File: src/include/uif_pkg.sv
// Shared constants for the UART interrupt identification and FIFO control block.
package uif_pkg;
  // Register byte addresses on the plain register port.
  localparam logic [31:0] ADDR_DATA = 32'hE001_0000; // Rx buffer read, Tx holding write.
  localparam logic [31:0] ADDR_IER = 32'hE001_0004; // Interrupt enable.
  localparam logic [31:0] ADDR_IIR = 32'hE001_0008; // Ident read, FIFO control write.
  localparam logic [31:0] ADDR_LSR = 32'hE001_0014; // Line status, read clears errors.
  localparam logic [31:0] ADDR_MSR = 32'hE001_0018; // Modem status, read clears deltas.
  // Interrupt identification codes, bits 3:0.
  localparam logic [3:0] IIR_NONE = 4'h1;
  localparam logic [3:0] IIR_RLS = 4'h6;
  localparam logic [3:0] IIR_RDA = 4'h4;
  localparam logic [3:0] IIR_CTI = 4'hC;
  localparam logic [3:0] IIR_TX_EMPTY_IRQ = 4'h2;
  localparam logic [3:0] IIR_MODEM = 4'h0;
  // FIFO control field positions and reset value.
  localparam int FCR_EN = 0;
  localparam int FCR_RXRST = 1;
  localparam int FCR_TXRST = 2;
  localparam int FCR_TRIG_LO = 6;
  localparam logic [7:0] FCR_RESET = 8'h00;
  // Interrupt enable field positions and reset value.
  localparam int IER_RDA = 0;
  localparam int IER_TX_EMPTY_IRQ = 1;
  localparam int IER_RLS = 2;
  localparam int IER_MODEM = 3;
  localparam logic [3:0] IER_RESET = 4'h0;
  // Receive trigger levels in characters for codes 00, 01, 10 and 11.
  localparam logic [4:0] TRIG_L0 = 5'h01;
  localparam logic [4:0] TRIG_L1 = 5'h04;
  localparam logic [4:0] TRIG_L2 = 5'h08;
  localparam logic [4:0] TRIG_L3 = 5'h0E;
  // FIFO geometry.
  localparam int FIFO_DEPTH = 16;
  localparam int FIFO_AW = 4;
  localparam int FIFO_CW = 5;
  // Time-out formula terms, in receive sampling clocks.
  localparam logic [9:0] CTI_WL_MUL = 10'h007;
  localparam logic [9:0] CTI_WL_SUB = 10'h002;
  localparam logic [9:0] CTI_SCALE = 10'h008;
  localparam logic [9:0] CTI_ADD = 10'h001;
  localparam logic [3:0] WL_BASE = 4'h5;
  // Sampling clocks per bit, used for the Tx empty start-up delay.
  localparam logic [8:0] SAMPLES_PER_BIT = 9'h010;
endpackage : uif_pkg

File: src/uif_fifo.sv
// Character FIFO with flush and a single-entry mode for non-FIFO operation.
`timescale 1ns/1ps
module uif_fifo #(
  parameter int W = 8
) (
  input wire logic i_clk,
  input wire logic i_nrst,
  input wire logic i_flush,
  input wire logic i_single,
  input wire logic i_push,
  input wire logic [W-1:0] i_wdata,
  input wire logic i_pop,
  output logic [W-1:0] o_rdata,
  output logic [uif_pkg::FIFO_CW-1:0] o_count,
  output logic o_full
);
  // Storage array and pointers.
  logic [W-1:0] mem_q [uif_pkg::FIFO_DEPTH];
  logic [uif_pkg::FIFO_AW-1:0] wp_q;
  logic [uif_pkg::FIFO_AW-1:0] rp_q;
  logic [uif_pkg::FIFO_CW-1:0] cnt_q;
  logic do_push;
  logic do_pop;

  // With FIFOs off the queue acts as a one-character holding register.
  assign o_full = i_single ? (cnt_q != '0) : (int'(cnt_q) == uif_pkg::FIFO_DEPTH);
  assign do_push = i_push && !o_full;
  assign do_pop = i_pop && (cnt_q != '0);
  assign o_rdata = mem_q[rp_q];
  assign o_count = cnt_q;

  // Pointers and fill count; a flush beats any push or pop in the same cycle.
  always_ff @(posedge i_clk or negedge i_nrst) begin
    if (!i_nrst) begin
      wp_q <= '0;
      rp_q <= '0;
      cnt_q <= '0;
    end else if (i_flush) begin
      wp_q <= '0;
      rp_q <= '0;
      cnt_q <= '0;
    end else begin
      if (do_push) wp_q <= wp_q + 1'b1;
      if (do_pop) rp_q <= rp_q + 1'b1;
      cnt_q <= cnt_q + FIFO_CW_ONE(do_push) - FIFO_CW_ONE(do_pop);
    end
  end

  // Data storage needs no reset; contents are only read below the fill count.
  always_ff @(posedge i_clk) begin
    if (do_push && !i_flush) mem_q[wp_q] <= i_wdata;
  end

  // Widens a one-bit strobe to the count width.
  function automatic logic [uif_pkg::FIFO_CW-1:0] FIFO_CW_ONE(input logic b);
    FIFO_CW_ONE = {{(uif_pkg::FIFO_CW-1){1'b0}}, b};
  endfunction : FIFO_CW_ONE
endmodule : uif_fifo

File: src/uif_irq_ctrl.sv
// UART interrupt prioritisation, identification and FIFO control.
`timescale 1ns/1ps
module uif_irq_ctrl (
  input wire logic i_clk,
  input wire logic i_nrst,
  input wire logic [31:0] i_addr,
  input wire logic [7:0] i_wdata,
  input wire logic i_wr,
  input wire logic i_rd,
  output logic [7:0] o_rdata,
  input wire logic i_rx_valid,
  input wire logic [7:0] i_rx_data,
  input wire logic [2:0] i_rx_err,
  input wire logic i_rclk_tick,
  input wire logic [1:0] i_word_len,
  output logic o_tx_valid,
  output logic [7:0] o_tx_data,
  input wire logic i_tx_ready,
  input wire logic i_cts,
  input wire logic i_dsr,
  input wire logic i_ri,
  input wire logic i_dcd,
  output logic o_irq
);
  // Control registers.
  logic fen_q; // FIFO enable.
  logic [1:0] trig_q; // Receive trigger select.
  logic [3:0] ier_q; // Interrupt enables.
  logic [7:0] rdata_q; // Registered read data.
  // Access decode.
  logic wr_data, wr_ier, wr_fcr, rd_data, rd_iir, rd_lsr, rd_msr;
  assign wr_data = i_wr && (i_addr == uif_pkg::ADDR_DATA);
  assign wr_ier = i_wr && (i_addr == uif_pkg::ADDR_IER);
  assign wr_fcr = i_wr && (i_addr == uif_pkg::ADDR_IIR);
  assign rd_data = i_rd && (i_addr == uif_pkg::ADDR_DATA);
  assign rd_iir = i_rd && (i_addr == uif_pkg::ADDR_IIR);
  assign rd_lsr = i_rd && (i_addr == uif_pkg::ADDR_LSR);
  assign rd_msr = i_rd && (i_addr == uif_pkg::ADDR_MSR);

  // A write takes bits 7:1 only when it also sets the enable bit.
  logic fcr_gate, fen_chg, rx_flush, tx_flush;
  assign fcr_gate = wr_fcr && i_wdata[uif_pkg::FCR_EN];
  assign fen_chg = wr_fcr && (i_wdata[uif_pkg::FCR_EN] != fen_q);
  assign rx_flush = fen_chg || (fcr_gate && i_wdata[uif_pkg::FCR_RXRST]);
  assign tx_flush = fen_chg || (fcr_gate && i_wdata[uif_pkg::FCR_TXRST]);
  // Reserved bits 5:3 are simply dropped, so stray ones do no harm.

  // FIFO control state; the flush bits are never stored, and a read at this address returns the ident code instead.
  always_ff @(posedge i_clk or negedge i_nrst) begin
    if (!i_nrst) begin
      fen_q <= uif_pkg::FCR_RESET[uif_pkg::FCR_EN];
      trig_q <= uif_pkg::FCR_RESET[7:6];
    end else if (wr_fcr) begin
      fen_q <= i_wdata[uif_pkg::FCR_EN];
      if (fcr_gate) trig_q <= i_wdata[7:6];
    end
  end

  // Interrupt enable register.
  always_ff @(posedge i_clk or negedge i_nrst) begin
    if (!i_nrst) ier_q <= uif_pkg::IER_RESET;
    else if (wr_ier) ier_q <= i_wdata[3:0];
  end

  // Trigger level in characters.
  logic [4:0] trig_chars;
  always_comb begin
    unique case (trig_q)
      2'b00: trig_chars = uif_pkg::TRIG_L0;
      2'b01: trig_chars = uif_pkg::TRIG_L1;
      2'b10: trig_chars = uif_pkg::TRIG_L2;
      2'b11: trig_chars = uif_pkg::TRIG_L3;
    endcase
  end

  // Receive and transmit queues.
  logic [7:0] rx_head;
  logic [4:0] rx_cnt, tx_cnt;
  logic rx_full, rx_pop, tx_pop;
  assign rx_pop = rd_data && (rx_cnt != '0);
  assign tx_pop = o_tx_valid && i_tx_ready;
  uif_fifo #(.W(8)) u_rx (
    .i_clk(i_clk), .i_nrst(i_nrst), .i_flush(rx_flush), .i_single(!fen_q),
    .i_push(i_rx_valid), .i_wdata(i_rx_data), .i_pop(rx_pop),
    .o_rdata(rx_head), .o_count(rx_cnt), .o_full(rx_full)
  );
  uif_fifo #(.W(8)) u_tx (
    .i_clk(i_clk), .i_nrst(i_nrst), .i_flush(tx_flush), .i_single(!fen_q),
    .i_push(wr_data), .i_wdata(i_wdata), .i_pop(tx_pop),
    .o_rdata(o_tx_data), .o_count(tx_cnt), .o_full()
  );
  // The serialiser sees a character whenever the transmit queue holds one.
  assign o_tx_valid = (tx_cnt != '0);

  // Line error flags: overrun, parity, framing, break. Set wins over the read clear.
  logic [3:0] lerr_q;
  logic [3:0] lerr_set;
  assign lerr_set = {i_rx_err, i_rx_valid && rx_full};
  always_ff @(posedge i_clk or negedge i_nrst) begin
    if (!i_nrst) lerr_q <= 4'h0;
    else lerr_q <= (rd_lsr ? 4'h0 : lerr_q) | lerr_set;
  end

  // Data available follows the fill level, so draining below trigger drops it.
  logic rx_data_avail_irq;
  assign rx_data_avail_irq = fen_q ? (rx_cnt >= trig_chars) : (rx_cnt != '0);

  // Character time-out limit in sampling clocks.
  logic [9:0] cti_base, cti_def, cti_lim;
  always_comb begin
    cti_base = (10'(uif_pkg::WL_BASE + {2'b00, i_word_len}) * uif_pkg::CTI_WL_MUL
      - uif_pkg::CTI_WL_SUB) * uif_pkg::CTI_SCALE;
    cti_def = (trig_chars > rx_cnt) ? 10'(trig_chars - rx_cnt) : 10'h000;
    cti_lim = cti_base + cti_def * uif_pkg::CTI_SCALE + uif_pkg::CTI_ADD;
  end

  // Idle timer: any queue activity or an empty queue restarts it.
  logic [9:0] cti_cnt_q;
  logic cti_q, rx_act;
  assign rx_act = i_rx_valid || rx_pop || rx_flush;
  always_ff @(posedge i_clk or negedge i_nrst) begin
    if (!i_nrst) cti_cnt_q <= 10'h000;
    else if (rx_act || rx_cnt == '0) cti_cnt_q <= 10'h000;
    else if (i_rclk_tick && cti_cnt_q != cti_lim) cti_cnt_q <= cti_cnt_q + 10'h001;
  end

  // Time-out flag; a buffer read is activity, so it clears the flag.
  always_ff @(posedge i_clk or negedge i_nrst) begin
    if (!i_nrst) cti_q <= 1'b0;
    else if (rx_act) cti_q <= 1'b0;
    else if (rx_cnt != '0 && cti_cnt_q == cti_lim) cti_q <= 1'b1;
  end

  // Transmitter empty tracking.
  logic tx_empty, empty_q, became_empty, two_seen_q, dly_act_q, tx_empty_irq_q, tx_empty_irq_set;
  logic [8:0] dly_cnt_q, dly_lim;
  assign tx_empty = (tx_cnt == '0);
  assign became_empty = tx_empty && !empty_q;
  // Delay is the start bit plus data bits, leaving the stop bit out.
  assign dly_lim = 9'(4'h1 + uif_pkg::WL_BASE + {2'b00, i_word_len}) * uif_pkg::SAMPLES_PER_BIT;
  assign tx_empty_irq_set = (became_empty && two_seen_q)
    || (dly_act_q && tx_empty && i_rclk_tick && dly_cnt_q == dly_lim - 9'h001);

  // Previous empty level; reset as empty, so no event is raised before any write.
  always_ff @(posedge i_clk or negedge i_nrst) begin
    if (!i_nrst) empty_q <= 1'b1;
    else empty_q <= tx_empty;
  end

  // Remembers that the queue held two characters since the last empty event.
  always_ff @(posedge i_clk or negedge i_nrst) begin
    if (!i_nrst) two_seen_q <= 1'b0;
    else if (tx_cnt >= 5'h02) two_seen_q <= 1'b1;
    else if (tx_empty_irq_set) two_seen_q <= 1'b0;
  end

  // Start-up delay timer; a refill cancels it so a late event is never raised.
  always_ff @(posedge i_clk or negedge i_nrst) begin
    if (!i_nrst) begin
      dly_act_q <= 1'b0;
      dly_cnt_q <= 9'h000;
    end else if (became_empty && !two_seen_q) begin
      dly_act_q <= 1'b1;
      dly_cnt_q <= 9'h000;
    end else if (!tx_empty || tx_empty_irq_set) begin
      dly_act_q <= 1'b0;
    end else if (dly_act_q && i_rclk_tick) begin
      dly_cnt_q <= dly_cnt_q + 9'h001;
    end
  end

  // Modem input history; the first cycle after reset only primes it.
  logic primed_q;
  logic [3:0] mprev_q, mdelta_q, mset;
  assign mset = primed_q ? {i_dcd ^ mprev_q[3], i_ri && !mprev_q[2],
    i_dsr ^ mprev_q[1], i_cts ^ mprev_q[0]} : 4'h0;
  always_ff @(posedge i_clk or negedge i_nrst) begin
    if (!i_nrst) begin
      primed_q <= 1'b0;
      mprev_q <= 4'h0;
    end else begin
      primed_q <= 1'b1;
      mprev_q <= {i_dcd, i_ri, i_dsr, i_cts};
    end
  end

  // Modem deltas; a change in the reading cycle survives the clear.
  always_ff @(posedge i_clk or negedge i_nrst) begin
    if (!i_nrst) mdelta_q <= 4'h0;
    else mdelta_q <= (rd_msr ? 4'h0 : mdelta_q) | mset;
  end

  // Enabled sources and priority encoding.
  logic rls_on, rda_on, cti_on, tx_empty_irq_on, mdm_on;
  logic [3:0] iir_id;
  assign rls_on = ier_q[uif_pkg::IER_RLS] && (lerr_q != 4'h0);
  assign rda_on = ier_q[uif_pkg::IER_RDA] && rx_data_avail_irq;
  assign cti_on = ier_q[uif_pkg::IER_RDA] && cti_q;
  assign tx_empty_irq_on = ier_q[uif_pkg::IER_TX_EMPTY_IRQ] && tx_empty_irq_q;
  assign mdm_on = ier_q[uif_pkg::IER_MODEM] && (mdelta_q != 4'h0);
  always_comb begin
    if (rls_on) iir_id = uif_pkg::IIR_RLS;
    else if (rda_on) iir_id = uif_pkg::IIR_RDA;
    else if (cti_on) iir_id = uif_pkg::IIR_CTI;
    else if (tx_empty_irq_on) iir_id = uif_pkg::IIR_TX_EMPTY_IRQ;
    else if (mdm_on) iir_id = uif_pkg::IIR_MODEM;
    else iir_id = uif_pkg::IIR_NONE;
  end
  assign o_irq = !iir_id[0];

  // Tx empty flag; a new event in the clearing cycle wins.
  always_ff @(posedge i_clk or negedge i_nrst) begin
    if (!i_nrst) tx_empty_irq_q <= 1'b0;
    else if (tx_empty_irq_set) tx_empty_irq_q <= 1'b1;
    else if (wr_data || (rd_iir && iir_id == uif_pkg::IIR_TX_EMPTY_IRQ)) tx_empty_irq_q <= 1'b0;
  end

  // Read data, valid the cycle after the strobe; unmapped addresses read zero.
  always_ff @(posedge i_clk or negedge i_nrst) begin
    if (!i_nrst) rdata_q <= 8'h00;
    else if (rd_data) rdata_q <= (rx_cnt != '0) ? rx_head : 8'h00;
    else if (i_rd && i_addr == uif_pkg::ADDR_IER) rdata_q <= {4'h0, ier_q};
    else if (rd_iir) rdata_q <= {fen_q, fen_q, 2'b00, iir_id};
    else if (rd_lsr) rdata_q <= {1'b0, tx_empty, tx_empty, lerr_q, rx_cnt != '0};
    else if (rd_msr) rdata_q <= {i_dcd, i_ri, i_dsr, i_cts, mdelta_q};
    else if (i_rd) rdata_q <= 8'h00;
  end
  assign o_rdata = rdata_q;
endmodule : uif_irq_ctrl

File: config.mk
export PLATFORM = sky130hd
export DESIGN_NAME = uif_irq_ctrl
export DESIGN_NICKNAME = d
export VERILOG_FILES = /design/src/include/uif_pkg.sv /design/src/uif_fifo.sv /design/src/uif_irq_ctrl.sv
export SDC_FILE = /design/constraint.sdc
export NUM_CORES = 1
export LEC_CHECK = 0
export BUFFER_PORTS_ARGS = -buffer_cell sky130_fd_sc_hd__buf_2
export CAP_MARGIN = 10
export CORE_MARGIN = 1
export CORE_UTILIZATION = 35
export CTS_CLUSTER_DIAMETER = 60
export DETAILED_ROUTE_END_ITERATION = 10
export GPL_TIMING_DRIVEN = 0
export HOLD_SLACK_MARGIN = 0.1
export MAX_ROUTING_LAYER = met4
export SLEW_MARGIN = 15
export SYNTH_ARGS = -nofsm -noshare
export SYNTH_HDL_FRONTEND = slang
export SYNTH_SLANG_ARGS = --single-unit
File: constraint.sdc
create_clock -name i_clk -period 6.7 [get_ports i_clk]
set_input_delay 1.34 -clock i_clk [delete_from_list [all_inputs] [get_ports i_clk]]
set_output_delay 1.34 -clock i_clk [all_outputs]
set_load 0.03 [all_outputs]
Word-level counts from Yosys, hierarchy flattened --
Memories as Yosys holds them, arrays and structs flattened. Index checks and enable logic that the tools add are counted.
Cells by class: bitwise operators 5, $add $sub $neg 17, order comparisons 3, reductions and logical operators 74, muxes and demuxes 47, eq/ne operators 16, $mul 1
Operators by type and width (count):
- $eq 32x32->1 const B | 5
- $mux 4 | 14
- $mux 8 | 7
- $logic_and 1x1->1 | 37
- $mux 9 | 3
- $add 10x1->10 const B | 2
- $mux 10 | 2
- $pmux 5 s4 | 1
- $reduce_bool 2->1 | 10
- $add 4x1->4 const B | 4
- $mux 1 | 16
- $add 10x10->10 | 1
- $add 5x1->5 | 2
- $eq 10x10->1 | 1
- $eq 5x5->1 const B | 2
- $logic_not 5->1 | 2
- $mux 5 | 2
- $ne 10x10->1 | 1
- $reduce_bool 5->1 | 2
- $sub 5x1->5 | 2
- $add 9x1->9 const B | 1
- $eq 9x9->1 | 1
- $logic_not 1->1 | 9
- $sub 8x1->9 const B | 1
- 21 further kinds | 35
Word-level totals: memory bits (writable) 256, register bits after elaboration 78, word-level logic and storage cells 186, memories kept 2, input port bits 64, output and inout port bits 18
Memory list:
- u_rx.mem_q | words 16, width 8, read ports 1, clocked after memory_dff 0, wr ports 1, RTL line uif_fifo.sv:18 | logic [W-1:0] mem_q [uif_pkg::FIFO_DEPTH];
- u_tx.mem_q | words 16, width 8, read ports 1, clocked after memory_dff 0, wr ports 1, RTL line uif_fifo.sv:18

Logic depth before layout (Yosys ltp) --
depth after elaboration 12, depth in mapped cells 16, mapped depth without buffers 15

Hierarchy --
A second synthesis with hierarchy kept.
Unflattened totals: cells, all modules 1048, area total of the unflattened synthesis 15248.4 µm²
By module, submodules not included:
- uif_fifo | area an instance 5870.6 µm², instances 2, seq. area each 4169.0 µm², cells each 339
- uif_irq_ctrl | area an instance 3507.1 µm², instances 1, seq. area each 1302.5 µm², cells each 370

Least setup slack after synthesis --
OpenSTA, ideal clock, no wires.
path type in2reg, start point in i_addr[19], end point reg u_rx.cnt_q (netlist bit u_rx.o_count[4]), required time 6.581 ns, path slack 2.771 ns, arrival time 3.811 ns, path buffers 1, library setup time 0.119 ns, stages on the path 14, path through nor4_4 or3b_4 nor4_2 and2_4 buf_6 ha_1 inv_1 ha_1 fa_1 a21oi_1 nor2_1 nor2_1 xnor2_1 nor2_1
Between the ends: word-level cells in the longest chain between the ends 6, elaborated cells on any way between the ends 12, those cells by class add/sub: 1; eq/ne: 2; mux: 1; reduce/logical: 8
Ends and longest elaborated chain:
- from (decl) | RTL line uif_irq_ctrl.sv:6 | input wire logic [31:0] i_addr,
- $eq 32x32->1, on equally long branches | RTL line uif_irq_ctrl.sv:35, uif_irq_ctrl.sv:34
- $logic_and 1x1->1, on equally long branches | RTL line uif_irq_ctrl.sv:35, uif_irq_ctrl.sv:34
- $logic_and 1x1->1, on equally long branches | RTL line uif_irq_ctrl.sv:80, uif_irq_ctrl.sv:42
- $logic_and 1x1->1, on equally long branches | RTL line uif_fifo.sv:28, uif_irq_ctrl.sv:44
- $sub 5x1->5 or $logic_or 1x1->1 (tied branches) | RTL line uif_fifo.sv:45, uif_irq_ctrl.sv:44
- $mux 5 (*) | RTL line uif_fifo.sv:38 | end else if (i_flush) begin
- to (signal assigned) | RTL line uif_fifo.sv:45 | cnt_q <= cnt_q + FIFO_CW_ONE(do_push) - FIFO_CW_ONE(do_pop);
- to (decl) | RTL line uif_fifo.sv:21 | logic [uif_pkg::FIFO_CW-1:0] cnt_q;
Every way passes the cells marked *; elsewhere a longest branch is shown, timed or not. A chain may end at the register's enable or synchronous reset.

Worst setup path in the final report --
start point reg trig_q[1], end point out o_irq
Between the ends: word-level cells in the longest chain between the ends 8, elaborated cells on any way between the ends 11, those cells by class order compare: 1; eq/ne: 3; mux: 4; reduce/logical: 3
Ends and longest elaborated chain:
- from (decl) | RTL line uif_irq_ctrl.sv:27 | logic [1:0] trig_q;
- from (signal assigned) | RTL line uif_irq_ctrl.sv:52 | trig_q <= uif_pkg::FCR_RESET[7:6];
- from (signal assigned) | RTL line uif_irq_ctrl.sv:55 | if (fcr_gate) trig_q <= i_wdata[7:6];
- $eq 2x2->1 (tied with other cells) | RTL line uif_irq_ctrl.sv:68 | unique case (trig_q)
- $pmux 5 s4 (*) | RTL line uif_irq_ctrl.sv:68
- $ge 5x5->1 (*) | RTL line uif_irq_ctrl.sv:106 | assign rx_data_avail_irq = fen_q ? (rx_cnt >= trig_chars) : (rx_cnt != '0);
- $mux 1 (*) | RTL line uif_irq_ctrl.sv:106
- $logic_and 1x1->1 (*) | RTL line uif_irq_ctrl.sv:197 | assign rda_on = ier_q[uif_pkg::IER_RDA] && rx_data_avail_irq;
- $mux 4 (*) | RTL line uif_irq_ctrl.sv:203 | else if (rda_on) iir_id = uif_pkg::IIR_RDA;
- $mux 4 (*) | RTL line uif_irq_ctrl.sv:202 | if (rls_on) iir_id = uif_pkg::IIR_RLS;
- $logic_not 1->1 (*) | RTL line uif_irq_ctrl.sv:209 | assign o_irq = !iir_id[0];
- to (decl) | RTL line uif_irq_ctrl.sv:23 | output logic o_irq
Every way passes the cells marked *; elsewhere a longest branch is shown, timed or not. The select of a mux whose other input is x is not followed.

==> metrics.txt <==
outcome complete, no violations; register area 9640 um^2; io pins between 80 and 90; CTS tree done; initial antenna violation count 5; commonest cells in the netlist edfxtp_1 (256), dfrtp_1 (77), nor2_1 (61), mux4_2 (52), nand2_1 (50); hold slack 448 ps; ys async rst share 0.234; Tightest Hold Check Type flip-flop to flip-flop; Synth area leaders edfxtp_1 (51%), dfrtp_1 (13%), mux4_2 (7.7%); clk buf depth 3; Final Net Count between 1k and 1.5k; Worst EP arrival a little over 3000 ps; worst slew pin tran 1150 ps; count leader, synth edfxtp_1; cell leakage power between 6 and 7 nW; CTS root buf clkbuf_16; clock skew 17.2 ps; Max-slew headroom 0.233; Hold Buf Count CTS 0; largest net degree at the start of global routing just under 60; number of DRC markers in iteration 0 652; row cnt 75; synthesized area ~15000 um^2; Setup Viol. Count Final 0; Synth area leader edfxtp_1; clock sink count 334; dpl cells about 1.7k; end point of the critical path o_irq; reg2reg setup slack 2630 ps; FILL cells 3871; Worst Setup End Kind output port; Pins Over Slew Limit 0; Initial Util 0.359; multi-input combinational cell area 5170 um^2; R2R cell count 15; Core ar. 42300 um^2; setup TNS 0 ps; total wire length around 35000 um; endpoints failing hold 0; All-Layer GR Usage 0.166; pwr dens around 340 nW/um^2; Synth Area per Inst roughly 15 um^2; area fraction of the dominant cell type after synthesis 0.507; iteration count of the initial detailed-routing pass 6; Worst-Skew Late Latency 560 ps; CP startpoint trig_q[1]; post-synthesis instance total between 1k and 1.5k; first-pass GRT wire length approximately 54000 um; Die Height 210 um; reg2reg start trig_q[1]; Min Clock Period, post-route 4450 ps; CTS Buf Count 38; Post-DP Area around 16000 um^2; CP Class flip-flop to output port; DIE WIDTH 210 um; Area Growth Syn to Fin 15.7%; routed vias 8831; setup repair bufs after CTS 0; RSZ-0062 raised after global routing false; register bit total from synthesis around 330; startpoint types flip-flop; syn nets 1121; Final Cell Area about 18000 um^2; RR Endpoint cti_cnt_q[1]; final core utilization 0.415; drt wl/cell between 20 and 25 um; vias per cell 5.07; Worst Path Max Fanout 4; gpl congestion between 0.8 and 0.9; fmax approximately 220 MHz; synth warn 0; layout cells sized above 1 0.203; clock slew at reported path FFs around 60 ps; H-tree depth 2; vias in the first global route ~8.9k; DRC errors left 0; Seq/Total Area, Yosys 0.635; Max-Cap Viols 0; Netlist cell types 77; worst path required time 5360 ps; dpl hpwl 23600 um; total grt overflow 0; period utilization 0.664; die footprint 44200 um^2; ys flop type edfxtp_1; PostCTS Resize Cnt 0; Post-synth EDFFs 256; # port buffers approximately 80; Max VDD drop 0.233 mV; ANT nets after route 0; final std cells w/o fill roughly 1.7k
-- through the flow --
step | total power, mW | setup slack [ps]
finish | 5.88 | 2250
global route | 6.17 | 2120
CTS | 5.94 | 2280
detailed placement | 3.91 | 2150
global placement | 3.88 | 2190
floorplan | 3.49 | 2770
-- state kept, by name (all words and copies together) (netlist names), 5 cells and up --
register	count
u_rx.o_count	5
u_tx.o_count	5
dly_cnt_q	9
cti_cnt_q	10
u_rx.mem_q	128
u_tx.mem_q	128
o_rdata	8
-- report_power, final --
part	switching [mW]	internal, mW
clock	0.830	1.19
combinational	0.846	0.544
sequential	0.0872	2.39
total	1.76	4.12
-- placed cells by master, fill, tap and decap left out, types with 5 or more instances in the layout --
master,count
a211oi_1,5
a21o_1,6
a21oi_1,27
a221oi_1,9
a22o_1,5
a22oi_1,16
a31oi_1,6
and2_1,28
and3_1,14
and4_1,5
buf_2,90
clkbuf_1,26
clkbuf_16,39
clkinv_1,9
dfrtp_1,77
edfxtp_1,256
ha_1,41
inv_1,47
mux2_2,12
mux2i_1,32
mux4_2,52
nand2_1,50
nand2b_1,5
nand3_1,16
nand4_1,16
nor2_1,61
nor2b_1,9
nor3_1,8
nor3_2,5
nor4_1,10
nor4b_1,5
o21ai_0,29
xnor2_1,17
xor2_1,32
-- worst min-delay path by stage --
| stage | from | end | slack [ps] | depth (start not counted) |
|---|---|---|---|---|
| CTS | mprev_q[2] | mdelta_q[2] | 460 | 1 |
| global placement | mprev_q[2] | mdelta_q[2] | 420 | 1 |
| detailed placement | mprev_q[2] | mdelta_q[2] | 450 | 1 |
| floorplan | mprev_q[2] | mdelta_q[2] | 410 | 1 |
| finish | mprev_q[2] | mdelta_q[2] | 450 | 1 |
| global route | mprev_q[2] | mdelta_q[2] | 480 | 1 |
-- cell type report --
cell class	count	area share
Timing Repair Buffer	80	0.0242
Sequential cell	334	0.549
Inverter	47	0.0101
Antenna cell	4	0.000570
Clock inverter	20	0.0108
Tap cell	577	0.0411
Multi-Input combinational cell	591	0.295
Buffer	40	0.0118
Clock buffer	48	0.0575
-- worst max-delay path: stages (launching register included) --
cell and delay (ps):
dfrtp_1 410, or2_2 310, ha_1 200, inv_1 70
fa_1 200, a211oi_1 130, nor4_1 650, o21ai_1 330
buf_2 270
-- routing by layer --
metal | up-vias | GRT usage | routed length, um
li1 | 4136 | - | -
met2 | 220 | 0.264 | 16600
met5 | - | - | 0
met1 | 4405 | 0.215 | 15600
met4 | 0 | 0.0594 | 1010
met3 | 70 | 0.0285 | 1720
-- cell families (layout without fill, tap and decap cells) --
| kind of cell | Yosys count | after routing | synth area share |
|---|---|---|---|
| AO/OA/AOI/OAI | 133 | 133 | 0.0600 |
| XOR/XNOR | 49 | 49 | 0.0283 |
| adder cells (fa/ha/maj) | 45 | 45 | 0.0391 |
| buffers and inverters | 87 | 235 | 0.0252 |
| flip-flops | 334 | 334 | 0.635 |
| multiplexers | 100 | 100 | 0.114 |
| other | 2 | 6 | 0.000495 |
| AND/OR/NAND/NOR | 262 | 262 | 0.0975 |
No activity file was read; power rests on OpenSTA's default activity.
